--- src/verilog/bss_defines.vh ---
`ifndef BSS_DEFINES_VH
`define BSS_DEFINES_VH

// ----------------------------------------------------------------------
// Code modes
// ----------------------------------------------------------------------
`define BSS_MODE_8BIT       2'd0
`define BSS_MODE_5BIT       2'd1
`define BSS_MODE_6BIT       2'd2

// ----------------------------------------------------------------------
// Voltage codes and reference steps (6.25 mV per LSB)
// ----------------------------------------------------------------------
`define BSS_STEP_UV         6250
`define BSS_BOOT_MV         1100
`define BSS_BOOT_STEPS      12'd176
`define BSS_NO_LOAD_CODE    5'h1f

// ----------------------------------------------------------------------
// Timing, 100 MHz clock
// ----------------------------------------------------------------------
`define BSS_CLK_NS          10
`define BSS_INIT_WAIT_NS    1100000
`define BSS_INIT_WAIT_CYC   (`BSS_INIT_WAIT_NS / `BSS_CLK_NS)
`define BSS_BOOT_HOLD_NS    93000
`define BSS_BOOT_HOLD_CYC   (`BSS_BOOT_HOLD_NS / `BSS_CLK_NS)
`define BSS_PG_DELAY_NS     93000
`define BSS_PG_DELAY_CYC    (`BSS_PG_DELAY_NS / `BSS_CLK_NS)
`define BSS_BLANK_NS        20
`define BSS_BLANK_CYC       ((`BSS_BLANK_NS + `BSS_CLK_NS - 1) / `BSS_CLK_NS)
`define BSS_ZERO_I_NS       35
`define BSS_ZERO_I_CYC      (`BSS_ZERO_I_NS / `BSS_CLK_NS)

`endif

--- src/verilog/bss_delay_timer.v ---
`timescale 1ns/1ns
// Loadable down counter; done is high while the count is zero and no load is requested
module bss_delay_timer #(
    parameter WIDTH = 20
) (
    // Clock and reset
    input  wire             clk_i,
    input  wire             rst_i,
    // Control
    input  wire             load_i,
    input  wire [WIDTH-1:0] count_i,
    // Status
    output wire             done_o
);

    reg [WIDTH-1:0] cnt_reg;

    // Count down to zero, reload on request
    always @(posedge clk_i)
    begin
        if (rst_i)
            cnt_reg <= {WIDTH{1'b0}};
        else if (load_i)
            cnt_reg <= count_i;
        else if (cnt_reg != {WIDTH{1'b0}})
            cnt_reg <= cnt_reg - {{(WIDTH-1){1'b0}}, 1'b1};
    end

    assign done_o = (cnt_reg == {WIDTH{1'b0}}) && !load_i;

endmodule // bss_delay_timer

--- src/verilog/bss_deadtime.v ---
`timescale 1ns/1ns
`include "bss_defines.vh"
// Adaptive deadtime for one high-side / low-side gate pair
module bss_deadtime #(
    parameter BLANK_CYC  = `BSS_BLANK_CYC,
    parameter ZERO_I_CYC = `BSS_ZERO_I_CYC
) (
    // Clock and reset
    input  wire clk_i,
    input  wire rst_i,
    // Control
    input  wire drive_en_i,
    input  wire pwm_i,
    // Comparators
    input  wire sw_node_low_i,
    input  wire sw_node_rev_i,
    input  wire low_gate_below_i,
    input  wire high_gate_off_i,
    input  wire sw_node_below_i,
    // Gate commands
    output reg  high_side_gate_o,
    output reg  low_side_gate_o
);

    localparam ST_OFF   = 2'd0;
    localparam ST_LOW   = 2'd1;
    localparam ST_TO_HI = 2'd2;
    localparam ST_HIGH  = 2'd3;

    reg [1:0] state_reg;
    reg [3:0] blank_reg;
    reg [3:0] zero_reg;

    // Gate sequencing state machine
    always @(posedge clk_i)
    begin
        if (rst_i || !drive_en_i)
        begin
            state_reg        <= ST_OFF;
            high_side_gate_o <= 1'b0;
            low_side_gate_o  <= 1'b0;
            blank_reg        <= 4'h0;
            zero_reg         <= 4'h0;
        end
        else
        begin
            case (state_reg)
                ST_OFF:
                begin
                    state_reg       <= pwm_i ? ST_TO_HI : ST_LOW;
                    blank_reg       <= BLANK_CYC[3:0];
                    zero_reg        <= 4'h0;
                    low_side_gate_o <= 1'b0;
                end
                ST_LOW:
                begin
                    low_side_gate_o <= 1'b1;
                    if (pwm_i)
                    begin
                        low_side_gate_o <= 1'b0;
                        blank_reg       <= BLANK_CYC[3:0];
                        zero_reg        <= 4'h0;
                        state_reg       <= ST_TO_HI;
                    end
                end
                ST_TO_HI:
                begin
                    if (blank_reg != 4'h0)
                        blank_reg <= blank_reg - 4'h1;
                    if (low_gate_below_i && zero_reg < ZERO_I_CYC[3:0])
                        zero_reg <= zero_reg + 4'h1;
                    if (!pwm_i)
                        state_reg <= ST_LOW;
                    else if ((blank_reg == 4'h0 && (sw_node_low_i || sw_node_rev_i))
                             || (zero_reg == ZERO_I_CYC[3:0]))
                    begin
                        high_side_gate_o <= 1'b1;
                        state_reg        <= ST_HIGH;
                    end
                end
                ST_HIGH:
                begin
                    if (!pwm_i)
                        high_side_gate_o <= 1'b0;
                    if (!pwm_i && (high_gate_off_i || sw_node_below_i))
                    begin
                        low_side_gate_o <= 1'b1;
                        state_reg       <= ST_LOW;
                    end
                end
                default:
                    state_reg <= ST_OFF;
            endcase
        end
    end

endmodule // bss_deadtime

--- src/verilog/bss_softstart_seq.v ---
`timescale 1ns/1ns
`include "bss_defines.vh"

module bss_softstart_seq #(
    parameter CODE_W     = 8,
    parameter REF_W      = 12,
    parameter WAIT_W     = 20,
    parameter INIT_WAIT  = `BSS_INIT_WAIT_CYC,
    parameter BOOT_HOLD  = `BSS_BOOT_HOLD_CYC,
    parameter PG_DELAY   = `BSS_PG_DELAY_CYC
) (
    // Clock and reset
    input  wire              clk_i,
    input  wire              rst_i,
    // Supply and enable comparators
    input  wire              logic_supply_ok_i,
    input  wire              enable_above_i,
    input  wire              driver_bias_supply_ok_i,
    // Mode and voltage code
    input  wire [1:0]        code_mode_i,
    input  wire [CODE_W-1:0] voltage_code_i,
    input  wire              code_valid_i,
    input  wire [REF_W-1:0]  code_steps_i,
    // Soft-start oscillator and analog comparators
    input  wire              ss_tick_i,
    input  wire              feedback_sense_above_i,
    input  wire              output_sense_in_window_i,
    // Modulation and deadtime comparators
    input  wire              pwm_i,
    input  wire              sw_node_low_i,
    input  wire              sw_node_rev_i,
    input  wire              low_gate_below_i,
    input  wire              high_gate_off_i,
    input  wire              sw_node_below_i,
    // Gate and status outputs
    output wire              high_side_gate_o,
    output wire              low_side_gate_o,
    output reg               power_good_out_o,
    output reg  [REF_W-1:0]  ref_steps_o,
    output reg  [2:0]        seq_state_o,
    output reg  [CODE_W-1:0] latched_code_o
);

    // ------------------------------------------------------------------
    // States
    // ------------------------------------------------------------------
    localparam ST_SHUTDOWN = 3'd0;
    localparam ST_WAIT1    = 3'd1;
    localparam ST_RAMP1    = 3'd2;
    localparam ST_HOLD     = 3'd3;
    localparam ST_RAMP2    = 3'd4;
    localparam ST_PGDLY    = 3'd5;
    localparam ST_RUN      = 3'd6;
    localparam ST_STALL    = 3'd7;

    reg  [2:0]        state_reg;
    reg  [2:0]        state_next;
    reg  [REF_W-1:0]  target_reg;
    reg               drive_en_reg;
    reg               tmr_load;
    reg  [WAIT_W-1:0] tmr_count;
    wire              tmr_done;
    wire              start_ok;
    wire              mode8;
    wire              no_load;
    wire              at_target;

    // Decode of the 8-bit code mode, used more than once
    function is_mode8;
        input [1:0] m;
        begin
            is_mode8 = (m == `BSS_MODE_8BIT);
        end
    endfunction

    assign mode8     = is_mode8(code_mode_i);
    assign no_load   = (code_mode_i == `BSS_MODE_5BIT)
                       && (voltage_code_i[4:0] == `BSS_NO_LOAD_CODE);
    assign start_ok  = logic_supply_ok_i && enable_above_i
                       && driver_bias_supply_ok_i;
    // Exact match, so a code below the boot level still ramps down
    assign at_target = (ref_steps_o == target_reg);

    // ------------------------------------------------------------------
    // Wait timer
    // ------------------------------------------------------------------
    bss_delay_timer #(
        .WIDTH   (WAIT_W)
    ) u_timer (
        .clk_i   (clk_i),
        .rst_i   (rst_i),
        .load_i  (tmr_load),
        .count_i (tmr_count),
        .done_o  (tmr_done)
    );

    // ------------------------------------------------------------------
    // Next state and timer loads
    // ------------------------------------------------------------------
    always @*
    begin
        state_next = state_reg;
        tmr_load   = 1'b0;
        tmr_count  = {WAIT_W{1'b0}};
        case (state_reg)
            ST_SHUTDOWN:
            begin
                if (start_ok && !no_load)
                begin
                    state_next = ST_WAIT1;
                    tmr_load   = 1'b1;
                    tmr_count  = INIT_WAIT[WAIT_W-1:0];
                end
            end
            ST_WAIT1:
                if (tmr_done)
                    state_next = ST_RAMP1;
            ST_RAMP1:
            begin
                if (at_target && mode8)
                begin
                    state_next = ST_HOLD;
                    tmr_load   = 1'b1;
                    tmr_count  = BOOT_HOLD[WAIT_W-1:0];
                end
                else if (at_target)
                    state_next = ST_RUN;
            end
            ST_HOLD:
            begin
                if (tmr_done && code_valid_i)
                    state_next = ST_RAMP2;
                else if (tmr_done)
                    state_next = ST_STALL;
            end
            ST_RAMP2:
            begin
                if (at_target)
                begin
                    state_next = ST_PGDLY;
                    tmr_load   = 1'b1;
                    tmr_count  = PG_DELAY[WAIT_W-1:0];
                end
            end
            ST_PGDLY:
                if (tmr_done)
                    state_next = ST_RUN;
            ST_RUN:
                state_next = ST_RUN;
            ST_STALL:
                state_next = ST_STALL;
            default:
                state_next = ST_SHUTDOWN;
        endcase
        if (!start_ok)
            state_next = ST_SHUTDOWN;
    end

    // ------------------------------------------------------------------
    // Sequencer registers
    // ------------------------------------------------------------------
    // State, reference ramp and captured code
    always @(posedge clk_i)
    begin
        if (rst_i)
        begin
            state_reg      <= ST_SHUTDOWN;
            ref_steps_o    <= {REF_W{1'b0}};
            target_reg     <= {REF_W{1'b0}};
            latched_code_o <= {CODE_W{1'b0}};
        end
        else
        begin
            state_reg <= state_next;
            if (state_next == ST_SHUTDOWN)
            begin
                ref_steps_o <= {REF_W{1'b0}};
                target_reg  <= {REF_W{1'b0}};
            end
            else if (state_reg == ST_SHUTDOWN)
            begin
                // 8-bit mode targets boot first, others target the code; every mode latches the code now
                latched_code_o <= voltage_code_i;
                target_reg     <= mode8 ? `BSS_BOOT_STEPS : code_steps_i;
            end
            else if (state_reg == ST_HOLD && state_next == ST_RAMP2)
            begin
                latched_code_o <= voltage_code_i;
                target_reg     <= code_steps_i;
            end
            // One 6.25 mV step per oscillator tick, up in either ramp, down only in the second ramp
            if ((state_reg == ST_RAMP1 || state_reg == ST_RAMP2)
                && ss_tick_i && ref_steps_o < target_reg)
                ref_steps_o <= ref_steps_o + {{(REF_W-1){1'b0}}, 1'b1};
            else if (state_reg == ST_RAMP2 && ss_tick_i
                     && ref_steps_o > target_reg)
                ref_steps_o <= ref_steps_o - {{(REF_W-1){1'b0}}, 1'b1};
        end
    end

    // Gate enable with pre-bias handling
    always @(posedge clk_i)
    begin
        if (rst_i || state_next == ST_SHUTDOWN || state_next == ST_STALL)
            drive_en_reg <= 1'b0;
        else if (state_next == ST_RUN)
            drive_en_reg <= 1'b1;
        else if (state_reg == ST_RAMP1 || state_reg == ST_RAMP2
                 || state_reg == ST_HOLD || state_reg == ST_PGDLY)
        begin
            if (!feedback_sense_above_i)
                drive_en_reg <= 1'b1;
        end
        else
            drive_en_reg <= 1'b0;
    end

    // Power good: in run state and in window in every mode; 8-bit mode reaches run after the delay
    always @(posedge clk_i)
    begin
        if (rst_i)
            power_good_out_o <= 1'b0;
        else if (state_reg == ST_RUN && output_sense_in_window_i)
            power_good_out_o <= 1'b1;
        else
            power_good_out_o <= 1'b0;
    end

    // Visible sequencer state
    always @(posedge clk_i)
    begin
        if (rst_i)
            seq_state_o <= ST_SHUTDOWN;
        else
            seq_state_o <= state_next;
    end

    // ------------------------------------------------------------------
    // Deadtime and gate drive
    // ------------------------------------------------------------------
    bss_deadtime u_deadtime (
        .clk_i            (clk_i),
        .rst_i            (rst_i),
        .drive_en_i       (drive_en_reg),
        .pwm_i            (pwm_i),
        .sw_node_low_i    (sw_node_low_i),
        .sw_node_rev_i    (sw_node_rev_i),
        .low_gate_below_i (low_gate_below_i),
        .high_gate_off_i  (high_gate_off_i),
        .sw_node_below_i  (sw_node_below_i),
        .high_side_gate_o (high_side_gate_o),
        .low_side_gate_o  (low_side_gate_o)
    );

endmodule // bss_softstart_seq

--- config.mk ---
export PLATFORM = sky130hd
export DESIGN_NAME = bss_softstart_seq
export DESIGN_NICKNAME = d
export VERILOG_FILES = /design/src/verilog/bss_delay_timer.v /design/src/verilog/bss_deadtime.v /design/src/verilog/bss_softstart_seq.v
export VERILOG_INCLUDE_DIRS = /design/src /design/src/verilog
export SDC_FILE = /design/constraint.sdc
export NUM_CORES = 1
export LEC_CHECK = 0
export ABC_AREA = 1
export BUFFER_PORTS_ARGS = -buffer_cell sky130_fd_sc_hd__clkbuf_2
export CAP_MARGIN = 30
export CORE_UTILIZATION = 40
export CTS_CLUSTER_DIAMETER = 150
export CTS_CLUSTER_SIZE = 16
export DETAILED_ROUTE_END_ITERATION = 8
export PLACE_DENSITY_LB_ADDON = 0.08
export REMOVE_ABC_BUFFERS = 1
export SYNTH_ARGS = -nofsm -noshare
export SYNTH_HDL_FRONTEND = slang
export SYNTH_SLANG_ARGS = --single-unit
--- constraint.sdc ---
create_clock -name clk_i -period 2.5 [get_ports clk_i]
set_clock_uncertainty 0.1 [all_clocks]
set_input_delay 0.5 -clock clk_i [delete_from_list [all_inputs] [get_ports clk_i]]
set_output_delay 0.5 -clock clk_i [all_outputs]
set_load 0.01 [all_outputs]
After elaboration in Yosys (flattened, before gate mapping)
Cells that the tools add are included.

$add $sub $neg: 5. Order comparisons: 3. Equal/unequal tests: 26. Muxes and demuxes: 51. Bitwise gates (word level): 1. Reductions and logical operators: 50.

Operators with widths (number): 12-bit two-way mux (6); 17-bit one-hot mux with 3 select lines (1); 20-bit two-way mux (2); 14-bit two-way mux (2); 3-bit two-way mux (9); 3-bit one-hot mux with 8 select lines (1); 4-bit one-hot mux with 3 select lines (2); 3-bit == test (second input constant) (7); 20-bit logical NOT (1); 20-bit nonzero test (1); 20-bit by 1-bit subtractor with 20-bit output (second input constant) (1); 17-bit two-way mux (1); 1-bit logical AND (16); 4-bit two-way mux (4); 8-bit two-way mux (2); 12-bit by 1-bit adder with 12-bit output (second input constant) (1); 12-bit == test (1); 12-bit > comparator (1); 12-bit < comparator (1); 1-bit two-way mux (12); 12-bit by 1-bit subtractor with 12-bit output (second input constant) (1); 2-bit two-way mux (5); 1-bit logical OR (9); 3-bit AND reduction (3); other kinds (27) (46).

Register bits: 69. Bits of input ports: 37. Output and inout bits: 26. Word-level logic and storage cells: 148.

Depth between registers and ports, before layout
Gate-level depths: netlist of run 1.

Depth in word-level cells: 16. Gate-level depth with buffers: 20. Depth with buffers taken out: 19.

By module
From an unflattened synthesis of run 1, not the netlist that was laid out.

Cell total of the unflattened synthesis: 717. Area, all modules: 4595.7 um^2.

Modules (own cells, without submodules): bss_softstart_seq (times used 1, cells each 391, area an instance 2555.0 um^2); bss_delay_timer (times used 1, cells each 229, area an instance 1388.8 um^2); bss_deadtime (times used 1, cells each 97, area an instance 651.9 um^2).

Worst setup path after synthesis of run 1
No wires, ideal clock.

Kind: register -> register. From: reg ref_steps_o[0]. To: reg target_reg[8]. Arrival: 2.335 ns. Required time: 2.283 ns. Path slack: -0.052 ns. Stages on the path, launching flop included: 19. Path buffers: 1. Period minus slack after synthesis: 2.552 ns. Path through: dfxtp_1 inv_1 ha_1 inv_1 nor2_1 nand2_1 nor2_1 a21oi_4 nand2_2 nand2_1 nand2_1 nand2_1 nand2_2 nand3_2 nand2_4 buf_4 nand2_1 o21ai_1 nor2_1.

Longest elaborated chain between the ends: 13. Elaborated cells on any way between the ends: 22. Those cells by class: eq/ne: 2; mux: 12; reduce/logical: 8.

RTL lines: start: declaration (RTL line bss_softstart_seq.v:39) `output reg [REF_W-1:0] ref_steps_o,`; start signal: assignment (RTL line bss_softstart_seq.v:168) `ref_steps_o <= {REF_W{1'b0}};`; start signal: assignment (RTL line bss_softstart_seq.v:177) `ref_steps_o <= {REF_W{1'b0}};`; start signal: assignment (RTL line bss_softstart_seq.v:194) `ref_steps_o <= ref_steps_o + {{(REF_W-1){1'b0}}, 1'b1};`; 12-bit == test (*) (RTL line bss_softstart_seq.v:82) `assign at_target = (ref_steps_o == target_reg);`; 1-bit logical AND (RTL line bss_softstart_seq.v:120) `if (at_target && mode8)`; 1-bit two-way mux (RTL line bss_softstart_seq.v:120); 1-bit one-hot mux with 3 select lines (RTL line bss_softstart_seq.v:105) `case (state_reg)`; 1-bit logical NOT (RTL line bss_delay_timer.v:29) `assign done_o = (cnt_reg == {WIDTH{1'b0}}) && !load_i;`; 1-bit logical AND (RTL line bss_delay_timer.v:29); 3-bit two-way mux or 1-bit logical AND (tied branches) (RTL line bss_softstart_seq.v:133, bss_softstart_seq.v:131); 3-bit two-way mux (RTL line bss_softstart_seq.v:131) `if (tmr_done && code_valid_i)`; 3-bit one-hot mux with 8 select lines (*) (RTL line bss_softstart_seq.v:105); 3-bit two-way mux (*) (RTL line bss_softstart_seq.v:155) `if (!start_ok)`; 3-bit == test (RTL line bss_softstart_seq.v:186) `else if (state_reg == ST_HOLD && state_next == ST_RAMP2)`; 1-bit logical AND (RTL line bss_softstart_seq.v:186); 2-bit nonzero test (no source line); end signal: assignment (RTL line bss_softstart_seq.v:169) `target_reg <= {REF_W{1'b0}};`; end signal: assignment (RTL line bss_softstart_seq.v:184) `` target_reg <= mode8 ? `BSS_BOOT_STEPS : code_steps_i; ``; end signal: assignment (RTL line bss_softstart_seq.v:189) `target_reg <= code_steps_i;`; end: declaration (RTL line bss_softstart_seq.v:58) `reg [REF_W-1:0] target_reg;`.

Every way passes the cells marked *; elsewhere a longest branch is shown, timed or not. A chain may end at the register's enable or synchronous reset.

Worst setup path in the final report of run 1
From: reg u_timer.cnt_reg[0]. To: reg latched_code_o[6].

Longest elaborated chain between the ends: 10. Elaborated cells on any way between the ends: 15. Those cells by class: eq/ne: 1; mux: 6; bitwise: 1; reduce/logical: 7.

RTL lines: start: declaration (RTL line bss_delay_timer.v:16) `reg [WIDTH-1:0] cnt_reg;`; start signal: assignment (RTL line bss_delay_timer.v:22) `cnt_reg <= {WIDTH{1'b0}};`; start signal: assignment (RTL line bss_delay_timer.v:24) `cnt_reg <= count_i;`; start signal: assignment (RTL line bss_delay_timer.v:26) `cnt_reg <= cnt_reg - {{(WIDTH-1){1'b0}}, 1'b1};`; 20-bit logical NOT (*) (RTL line bss_delay_timer.v:29); 1-bit logical AND (*) (RTL line bss_delay_timer.v:29); 3-bit two-way mux or 1-bit logical AND (tied branches) (RTL line bss_softstart_seq.v:133, bss_softstart_seq.v:131); 3-bit two-way mux (RTL line bss_softstart_seq.v:131); 3-bit one-hot mux with 8 select lines (*) (RTL line bss_softstart_seq.v:105); 3-bit two-way mux (*) (RTL line bss_softstart_seq.v:155); 3-bit == test (RTL line bss_softstart_seq.v:186); 1-bit logical AND (RTL line bss_softstart_seq.v:186); 2-bit nonzero test (no source line); 2-bit AND reduction (no source line) (*); end signal: assignment (RTL line bss_softstart_seq.v:170) `latched_code_o <= {CODE_W{1'b0}};`; end signal: assignment (RTL line bss_softstart_seq.v:183) `latched_code_o <= voltage_code_i;`; end signal: assignment (RTL line bss_softstart_seq.v:188) `latched_code_o <= voltage_code_i;`; end: declaration (RTL line bss_softstart_seq.v:41) `output reg [CODE_W-1:0] latched_code_o`.

Marks and branches as above.

==> results by group, run 1 <==
Cells and area
  • Share of cells above drive strength 1: between 30 and 40%
  • Commonest non-fill, non-tap cells in the layout: nor2_1 (87), inv_1 (75), nand2_1 (73)
  • Final #Nets: 799
  • Finished layout cell area: approximately 0.0057 sq mm
  • Diode count: 0
  • Layout Area Growth over Synthesis: 38.8%
  • Most common cell after layout, fill and taps aside: nor2_1
  • Post-Layout Cell Count: 882
  • Max reg flops: 20
  • Number of fill cells: 981

STA
  • Period utilisation layout: 97.1%
  • Final hold vios: 0
  • Worst relative slew slack: 60.3%
  • Highest clock rate: ~0.41 GHz
  • Slew Viols, Final: 0
  • Unrepaired setup endpoints after global routing: true
  • Final setup violation count: 0
  • Worst-Margin Slew: 0.595 ns
  • Final min period: 2.43 ns

GRT
  • Total track usage: 21.3%
  • Initial antenna violation count: 0
  • Overflow after GRT: 0
  • Largest net degree at the start of global routing: 21
  • Vias in the first global route: around 4k
  • First-pass GRT wire length: 17,700 um

Floorplanning
  • Die height: 103 um
  • I/O pin count: 63
  • Die width: 103 um
  • Std cell rows: 36
  • Floorplan core area: between 0.009 and 0.01 sq mm
  • Die area: 0.0107 sq mm
  • Initial Util: between 40% and 50%

Logic synthesis
  • Number of flops mapped to enable cells by yosys: 0
  • Sequential area share after synthesis: 33.5%
  • Synth area leaders: dfxtp_1 (34%), nor2_1 (8.7%), nand2_1 (8.3%)
  • Synth Area in Compound Gates: 16.5%
  • Ys Warns: 0
  • Mux share of post-synthesis cell area: 0.243%
  • Main combinational cell family by area after synthesis: simple AND/OR/NAND/NOR gates
  • Asr flop ratio synth: 0%
  • Area leader, netlist: dfxtp_1
  • Synth Area in Adders: 5.47%
  • Simple-gate share of the synthesized area: 29.9%
  • Post-Synth XOR/XNOR Area: 4.47%
  • Synth cell types: 43
  • Number of synthesized register bits: 69
  • Share of the synthesized area in the top cell type: 33.5%
  • Mapped Cells: between 600 and 700
  • Mean post-synth cell area: between 6 and 7 sq um
  • Top_reg_cell synth: dfxtp_1
  • Post-Syn Area: between 0.004 and 0.005 sq mm

Pwr
  • LEAKAGE: 0.00265 uW
  • Cell Pwr Density: approximately 640 mW/mm^2
  • Peak VDD IR: between 300 and 400 uV

Setup path
  • CP endpoint kind: register
  • Arrival time at the worst endpoint: 2.58 ns
  • Reg2Reg Setup Slack: just over 0.07 ns
  • Worst-path cell chain: inv_2 > ha_4 > inv_4 > nor2_4 > nand2_1 > nor2_2 > nand3_2 > nor2_4 > nand3_2 > nand2_2 > nand3_2 > a21oi_4 > nand3_4 > nand2_8 > clkbuf_16 > nand3_2 > nand2_1 > nor2_1
  • CP max stage delay: 0.33 ns
  • Critical Path RT: about 2.7 ns
  • Worst Path Max Fanout: 6
  • Crit Path Category: reg -> reg
  • Reg2reg start: u_timer.cnt_reg[0]$_SDFFE_PP0N_
  • CP top delay family: simple AND/OR/NAND/NOR gates
  • CP Buf/Inv Count: 3
  • CP dominant cell by count: nand3_2
  • R2R Path End: latched_code_o[6]$_SDFFE_PP0P_
  • R2R depth: 18
  • Critical path startpoint category: register
  • Cell with the largest stage delay on the worst path: dfxtp_2

Clocking
  • Clock transition at path regs: 0.08 ns
  • TritonCTS Buffers: 9
  • Clock sink total: roughly 70
  • Htree depth: 3
  • Clk buf depth: 2
  • Clock Latency Late Sink: between 0.3 and 0.4 ns
  • Cts hold-fix bufs: 0
  • CTS tree: built
  • Clock root cell: clkbuf_8

Placed design
  • Placed cells: ~850
  • DP Wirelength: 8280 um
  • Number of buffers added on ports: 62
  • Final GP Congestion: roughly 0.85
  • Placed cell areas: around 0.005 sq mm

Detailed routing
  • Vias: approximately 4.3k
  • DRC: 0
  • WL final: 11,200 um
  • ANT nets after route: 0
  • Drt wl/cell: 12.7 um
  • Starting DRT DRC Count: 95
  • Pre-Repair DR Iteration Count: 4
  • Drt via density: 4.90

Hold path
  • Hold Path Cell Cnt: 3
  • Hold worst-path end: power_good_out_o$_SDFF_PP0_
  • Min-Delay Path Class: in -> reg
  • Hold path start: output_sense_in_window_i

Status
  • Status: completed

Run
  • Max cap viols: 0
## cells in the mapped netlist (2+ instances only)
cell      number
o22ai_1        2
o21bai_1       3
or2_2          2
buf_2          2
inv_2          2
o21ai_1       10
nor3_1        11
nand2_1       91
nand3_1       51
nor4_1         4
a21oi_1       52
clkbuf_1       6
nor2_2         2
xor2_1        15
inv_1         82
xnor2_1        6
a211oi_1       2
nand4_1        4
ha_1          18
nand3_2        3
a31oi_1        6
dfxtp_1       69
nor3b_1        2
buf_6          4
nor2_4         2
o21ai_0       43
nand2_2        4
nor2_1        95
nand2_4        2
## power breakdown
group	internal [uW]	switching (uW)
Combinational	627	728
Clock	486	439
Sequential	1240	137
Total	2350	1300
## area by class of cell
type	count	area (sq um)	share of cell area, %
clock buffers	12	145	2.54
clock inverters	4	47.5	0.832
inverters	85	322	5.62
multi-input cells	441	2670	46.7
flip-flops and latches	69	1400	24.5
well taps	133	166	2.91
repair buffers	138	970	17.0
## through the flow
stage               worst slack, ns  utilization, %  total power [uW]  TNS (ns)  hold WS (ns)
finish                       0.0728            58.0              3660         0         0.323
global route                -0.0708            58.0              3920     -1.23         0.338
CTS                         0.00114            53.0              3490         0         0.318
detailed placement          -0.0596            50.7              2560    -0.334         0.322
global placement            0.00957            50.7              2550         0         0.320
floorplan                    -0.217               -              2140     -4.59         0.309
## worst max-delay path by stage
stage / start / endpoint / slack [ns] / depth (start not counted)
CTS: target_reg[7]$_SDFFE_PP0P_ / ref_steps_o[11]$_SDFFE_PP0P_ / 0.001 / 19
detailed placement: target_reg[11]$_SDFFE_PP0P_ / latched_code_o[7]$_SDFFE_PP0P_ / -0.06 / 16
floorplan: ref_steps_o[0]$_SDFFE_PP0P_ / ref_steps_o[2]$_SDFFE_PP0P_ / -0.22 / 17
global placement: target_reg[7]$_SDFFE_PP0P_ / ref_steps_o[8]$_SDFFE_PP0P_ / 0.01 / 19
global route: target_reg[5]$_SDFFE_PP0P_ / ref_steps_o[5]$_SDFFE_PP0P_ / -0.07 / 18
finish: u_timer.cnt_reg[0]$_SDFFE_PP0N_ / latched_code_o[6]$_SDFFE_PP0P_ / 0.07 / 18
## kinds of logic (layout without fill, tap and decap cells)
| group | Yosys count | after routing |
|---|---|---|
| buf+inv | 99 | 239 |
| compound gates | 125 | 125 |
| mux | 1 | 1 |
| simple gates | 276 | 276 |
| fa+ha+maj | 18 | 18 |
| xor+xnor | 21 | 21 |
| flops | 69 | 69 |
## what timing repair did
action	in CTS	in global routing
gates resized for setup	7	87
gates cloned	0	4
buffers inserted	0	10
endpoints found under the setup margin	24	34
pin swaps	0	29
## layer usage
metal | track usage, % | part of all wire [%] | wire length (um)
met4 | 7.58 | 1.7 | 191
met1 | 29.6 | 50 | 5660
met3 | 4.91 | 4.0 | 447
met5 | 0 | 0 | 0
met2 | 32.4 | 44 | 4910
## worst register-to-register path, stage by stage, from the launching register on
cell       delay [ns]
dfxtp_2          0.33
inv_2            0.07
ha_4             0.14
inv_4            0.05
nor2_4           0.10
nand2_1          0.07
nor2_2           0.12
nand3_2          0.12
nor2_4           0.14
nand3_2          0.08
nand2_2          0.09
nand3_2          0.10
a21oi_4          0.24
nand3_4          0.13
nand2_8          0.15
clkbuf_16        0.16
nand3_2          0.05
nand2_1          0.06
nor2_1           0.05
(Power assumes the default switching activity.)
==> inputs of run 2 (changes only) <==
--- a/config.mk
+++ b/config.mk
@@ -9,7 +9,9 @@
 export ABC_AREA = 1
 export BUFFER_PORTS_ARGS = -buffer_cell sky130_fd_sc_hd__clkbuf_2
 export CAP_MARGIN = 30
-export CORE_UTILIZATION = 40
+export CELL_PAD_IN_SITES_DETAIL_PLACEMENT = 2
+export CELL_PAD_IN_SITES_GLOBAL_PLACEMENT = 2
+export CORE_UTILIZATION = 28
 export CTS_CLUSTER_DIAMETER = 150
 export CTS_CLUSTER_SIZE = 16
 export DETAILED_ROUTE_END_ITERATION = 8
==> results by group, run 2 (same netlist as run 1, synthesis figures left out) <==
STA
  • Final setup margin: -0.233 ns (was 0.0728 ns)
  • Unrepaired setup endpoints after global routing: true (unchanged)
  • Final setup violation count: 29 (was 0)
  • Worst relative slew slack: 61.7% (was 60.3%)
  • Final min period: 2.73 ns (was 2.43 ns)
  • Setup_tns: -2.68 ns (was 0 ns)
  • Period utilisation layout: 109% (was 97.1%)
  • Worst-Margin Slew: 0.569 ns (was 0.595 ns)
  • Highest clock rate: 0.366 GHz (was 0.412 GHz)
  • Slew Viols, Final: 0 (unchanged)
  • Final hold vios: 0 (unchanged)

Setup path
  • CP top delay family: simple AND/OR/NAND/NOR gates (unchanged)
  • Reg2reg start: target_reg[6]$_SDFFE_PP0P_ (was u_timer.cnt_reg[0]$_SDFFE_PP0N_)
  • Worst-path cell chain: inv_2 > ha_4 > nand2_4 > nor2_4 > nand2_2 > nor2_4 > a21oi_4 > nand2_2 > nand2_2 > nand2_2 > nand2_2 > nand2_4 > nand3_4 > nand2_4 > clkinvlp_4 > nor2_1 > nor2_1 (was inv_2 > ha_4 > inv_4 > nor2_4 > nand2_1 > nor2_2 > nand3_2 > nor2_4 > nand3_2 > nand2_2 > nand3_2 > a21oi_4 > nand3_4 > nand2_8 > clkbuf_16 > nand3_2 > nand2_1 > nor2_1)
  • CP dominant cell by count: nand2_2 (was nand3_2)
  • WP depth: 17 (was 18)
  • CP endpoint kind: register (unchanged)
  • Cell with the largest stage delay on the worst path: dfxtp_2 (unchanged)
  • R2R Path End: ref_steps_o[7]$_SDFFE_PP0P_ (was latched_code_o[6]$_SDFFE_PP0P_)
  • Crit Path Category: reg -> reg (unchanged)
  • R2R depth: 17 (was 18)
  • Reg2Reg Setup Slack: -0.23 ns (was 0.07 ns)
  • CP max stage delay: 0.36 ns (was 0.33 ns)
  • Critical path startpoint category: register (unchanged)
  • Worst Path Max Fanout: 8 (was 6)
  • Critical Path RT: 2.62 ns (was 2.65 ns)
  • Arrival time at the worst endpoint: 2.86 ns (was 2.58 ns)
  • CP Buf/Inv Count: 2 (was 3)

Detailed routing
  • WL final: 17,600 um (was 11,200 um)
  • DRC: 0 (unchanged)
  • Drt via density: 5.03 (was 4.90)
  • Starting DRT DRC Count: 124 (was 95)
  • Drt wl/cell: 18.6 um (was 12.7 um)
  • ANT nets after route: 0 (unchanged)
  • Vias: 4,762 (was 4,320)
  • Pre-Repair DR Iteration Count: 4 (unchanged)

GRT
  • Largest net degree at the start of global routing: 17 (was 21)
  • GR Util met1: 22.4% (was 29.6%)
  • Grt peak-use layer: met2 (unchanged)
  • M3 GR Usage: 3.78% (was 4.91%)
  • First-pass GRT wire length: 25,600 um (was 17,700 um)
  • Total track usage: 22.3% (was 21.3%)
  • GRT met2 Usage: 45.3% (was 32.4%)
  • Initial antenna violation count: 0 (unchanged)
  • Vias in the first global route: 5,256 (was 3,945)
  • Overflow after GRT: 0 (unchanged)

Status
  • Violated checks: negative setup slack
  • Status: complete, but fails checks (was completed)

Clocking
  • Clock Latency Late Sink: 0.35 ns (about the same)
  • CTS tree: built (unchanged)
  • TritonCTS Buffers: 9 (unchanged)
  • Clock transition at path regs: 0.06 ns (was 0.08 ns)
  • Htree depth: 3 (unchanged)
  • Clock sink total: 69 (unchanged)
  • Clk buf depth: 2 (unchanged)
  • Cts hold-fix bufs: 0 (unchanged)
  • Clock root cell: clkbuf_16 (was clkbuf_8)

Hold path
  • Hold Path Cell Cnt: 3 (unchanged)
  • Hold path start: output_sense_in_window_i (unchanged)
  • Hold worst-path end: power_good_out_o$_SDFF_PP0_ (unchanged)
  • Min-Delay Path Class: in -> reg (unchanged)

Floorplanning
  • Die width: 123 um (was 103 um)
  • Initial Util: 29.2% (was 41.8%)
  • Std cell rows: 43 (was 36)
  • I/O pin count: 63 (unchanged)
  • Floorplan core area: 0.0141 sq mm (was 0.00986 sq mm)
  • Die height: 123 um (was 103 um)
  • Die area: 0.0152 sq mm (was 0.0107 sq mm)

Placed design
  • Number of buffers added on ports: 62 (unchanged)
  • Final GP Congestion: 0.800 (was 0.852)
  • DP Wirelength: 11,900 um (was 8280 um)

Run
  • Max cap viols: 0 (unchanged)

Cells and area
  • Final #Nets: 818 (was 799)
  • Layout Area Growth over Synthesis: 51.6% (was 38.8%)
  • Share of cells above drive strength 1: 39.5% (was 32.4%)
  • Max reg flops: 20 (unchanged)
  • Commonest non-fill, non-tap cells in the layout: buf_4 (84), nor2_1 (75), nand2_1 (71) (was nor2_1 (87), inv_1 (75), nand2_1 (73))
  • Most common cell after layout, fill and taps aside: buf_4 (was nor2_1)
  • Diode count: 0 (unchanged)

Pwr
  • Total Power: 4150 uW (was 3660 uW)
  • Peak VDD IR: 457 uV (was 347 uV)
  • Cell Pwr Density: 664 mW/mm^2 (was 640 mW/mm^2)
  • LEAKAGE: 0.00284 uW (was 0.00265 uW)
-- run 2: final cells by class --
class	count	area [sq um]
sequential	69	1410
clock buffer	10	239
fill	1617	7850
clock inverter	5	27.5
multi-input combinational	441	2860
timing repair buffer	157	1170
inverter	85	323
tap	180	225
-- run 2: per-layer routing --
| layer | wire length (um) | vias up | share of wire [%] |
|---|---|---|---|
| met4 | 394 | 0 | 2.2 |
| met3 | 404 | 27 | 2.3 |
| li1 | - | 2309 | - |
| met1 | 6880 | 2362 | 39 |
| met2 | 9930 | 64 | 56 |
| met5 | 0 | - | 0 |
-- run 2: stage by stage --
step	hold WS (ns)	instance area (sq um)	std cells	worst slack (ns)	util, %
after detailed placement	0.344	5210	915	-0.163	37.0
after floorplan	0.309	4030	595	-0.217	-
after global routing	0.330	6250	947	-0.369	44.3
final	0.340	6250	947	-0.233	44.3
after CTS	0.332	5820	937	-0.00175	41.3
after global placement	0.323	5210	915	-0.0515	37.0
-- run 2: worst max path at each step --
stage,slack (ns),end,startpoint
floorplan,-0.22,ref_steps_o[2]$_SDFFE_PP0P_,ref_steps_o[0]$_SDFFE_PP0P_
global placement,-0.05,latched_code_o[0]$_SDFFE_PP0P_,target_reg[11]$_SDFFE_PP0P_
detailed placement,-0.16,latched_code_o[0]$_SDFFE_PP0P_,target_reg[11]$_SDFFE_PP0P_
CTS,-0.002,target_reg[11]$_SDFFE_PP0P_,target_reg[6]$_SDFFE_PP0P_
global route,-0.37,ref_steps_o[7]$_SDFFE_PP0P_,target_reg[11]$_SDFFE_PP0P_
finish,-0.23,ref_steps_o[7]$_SDFFE_PP0P_,target_reg[6]$_SDFFE_PP0P_
-- run 2: what timing repair did --
| item | in CTS | in global routing |
|---|---|---|
| cloned | 1 | 3 |
| pin swaps | 22 | 50 |
| buffers inserted | 7 | 7 |
| resized for setup | 61 | 80 |
| endpoints found under the setup margin | 30 | 33 |
-- run 2: power breakdown --
part	switching (uW)	internal, uW
combinational	865	697
sequential	154	1240
clock	501	685
-- run 2: worst register-to-register path, delay by kind of cell, from the launching register on --
kind / cells / cell delay, ns
compound gates: 1 / 0.10
simple gates: 13 / 1.45
buf+inv: 2 / 0.31
flops: 1 / 0.36
fa+ha+maj: 1 / 0.29
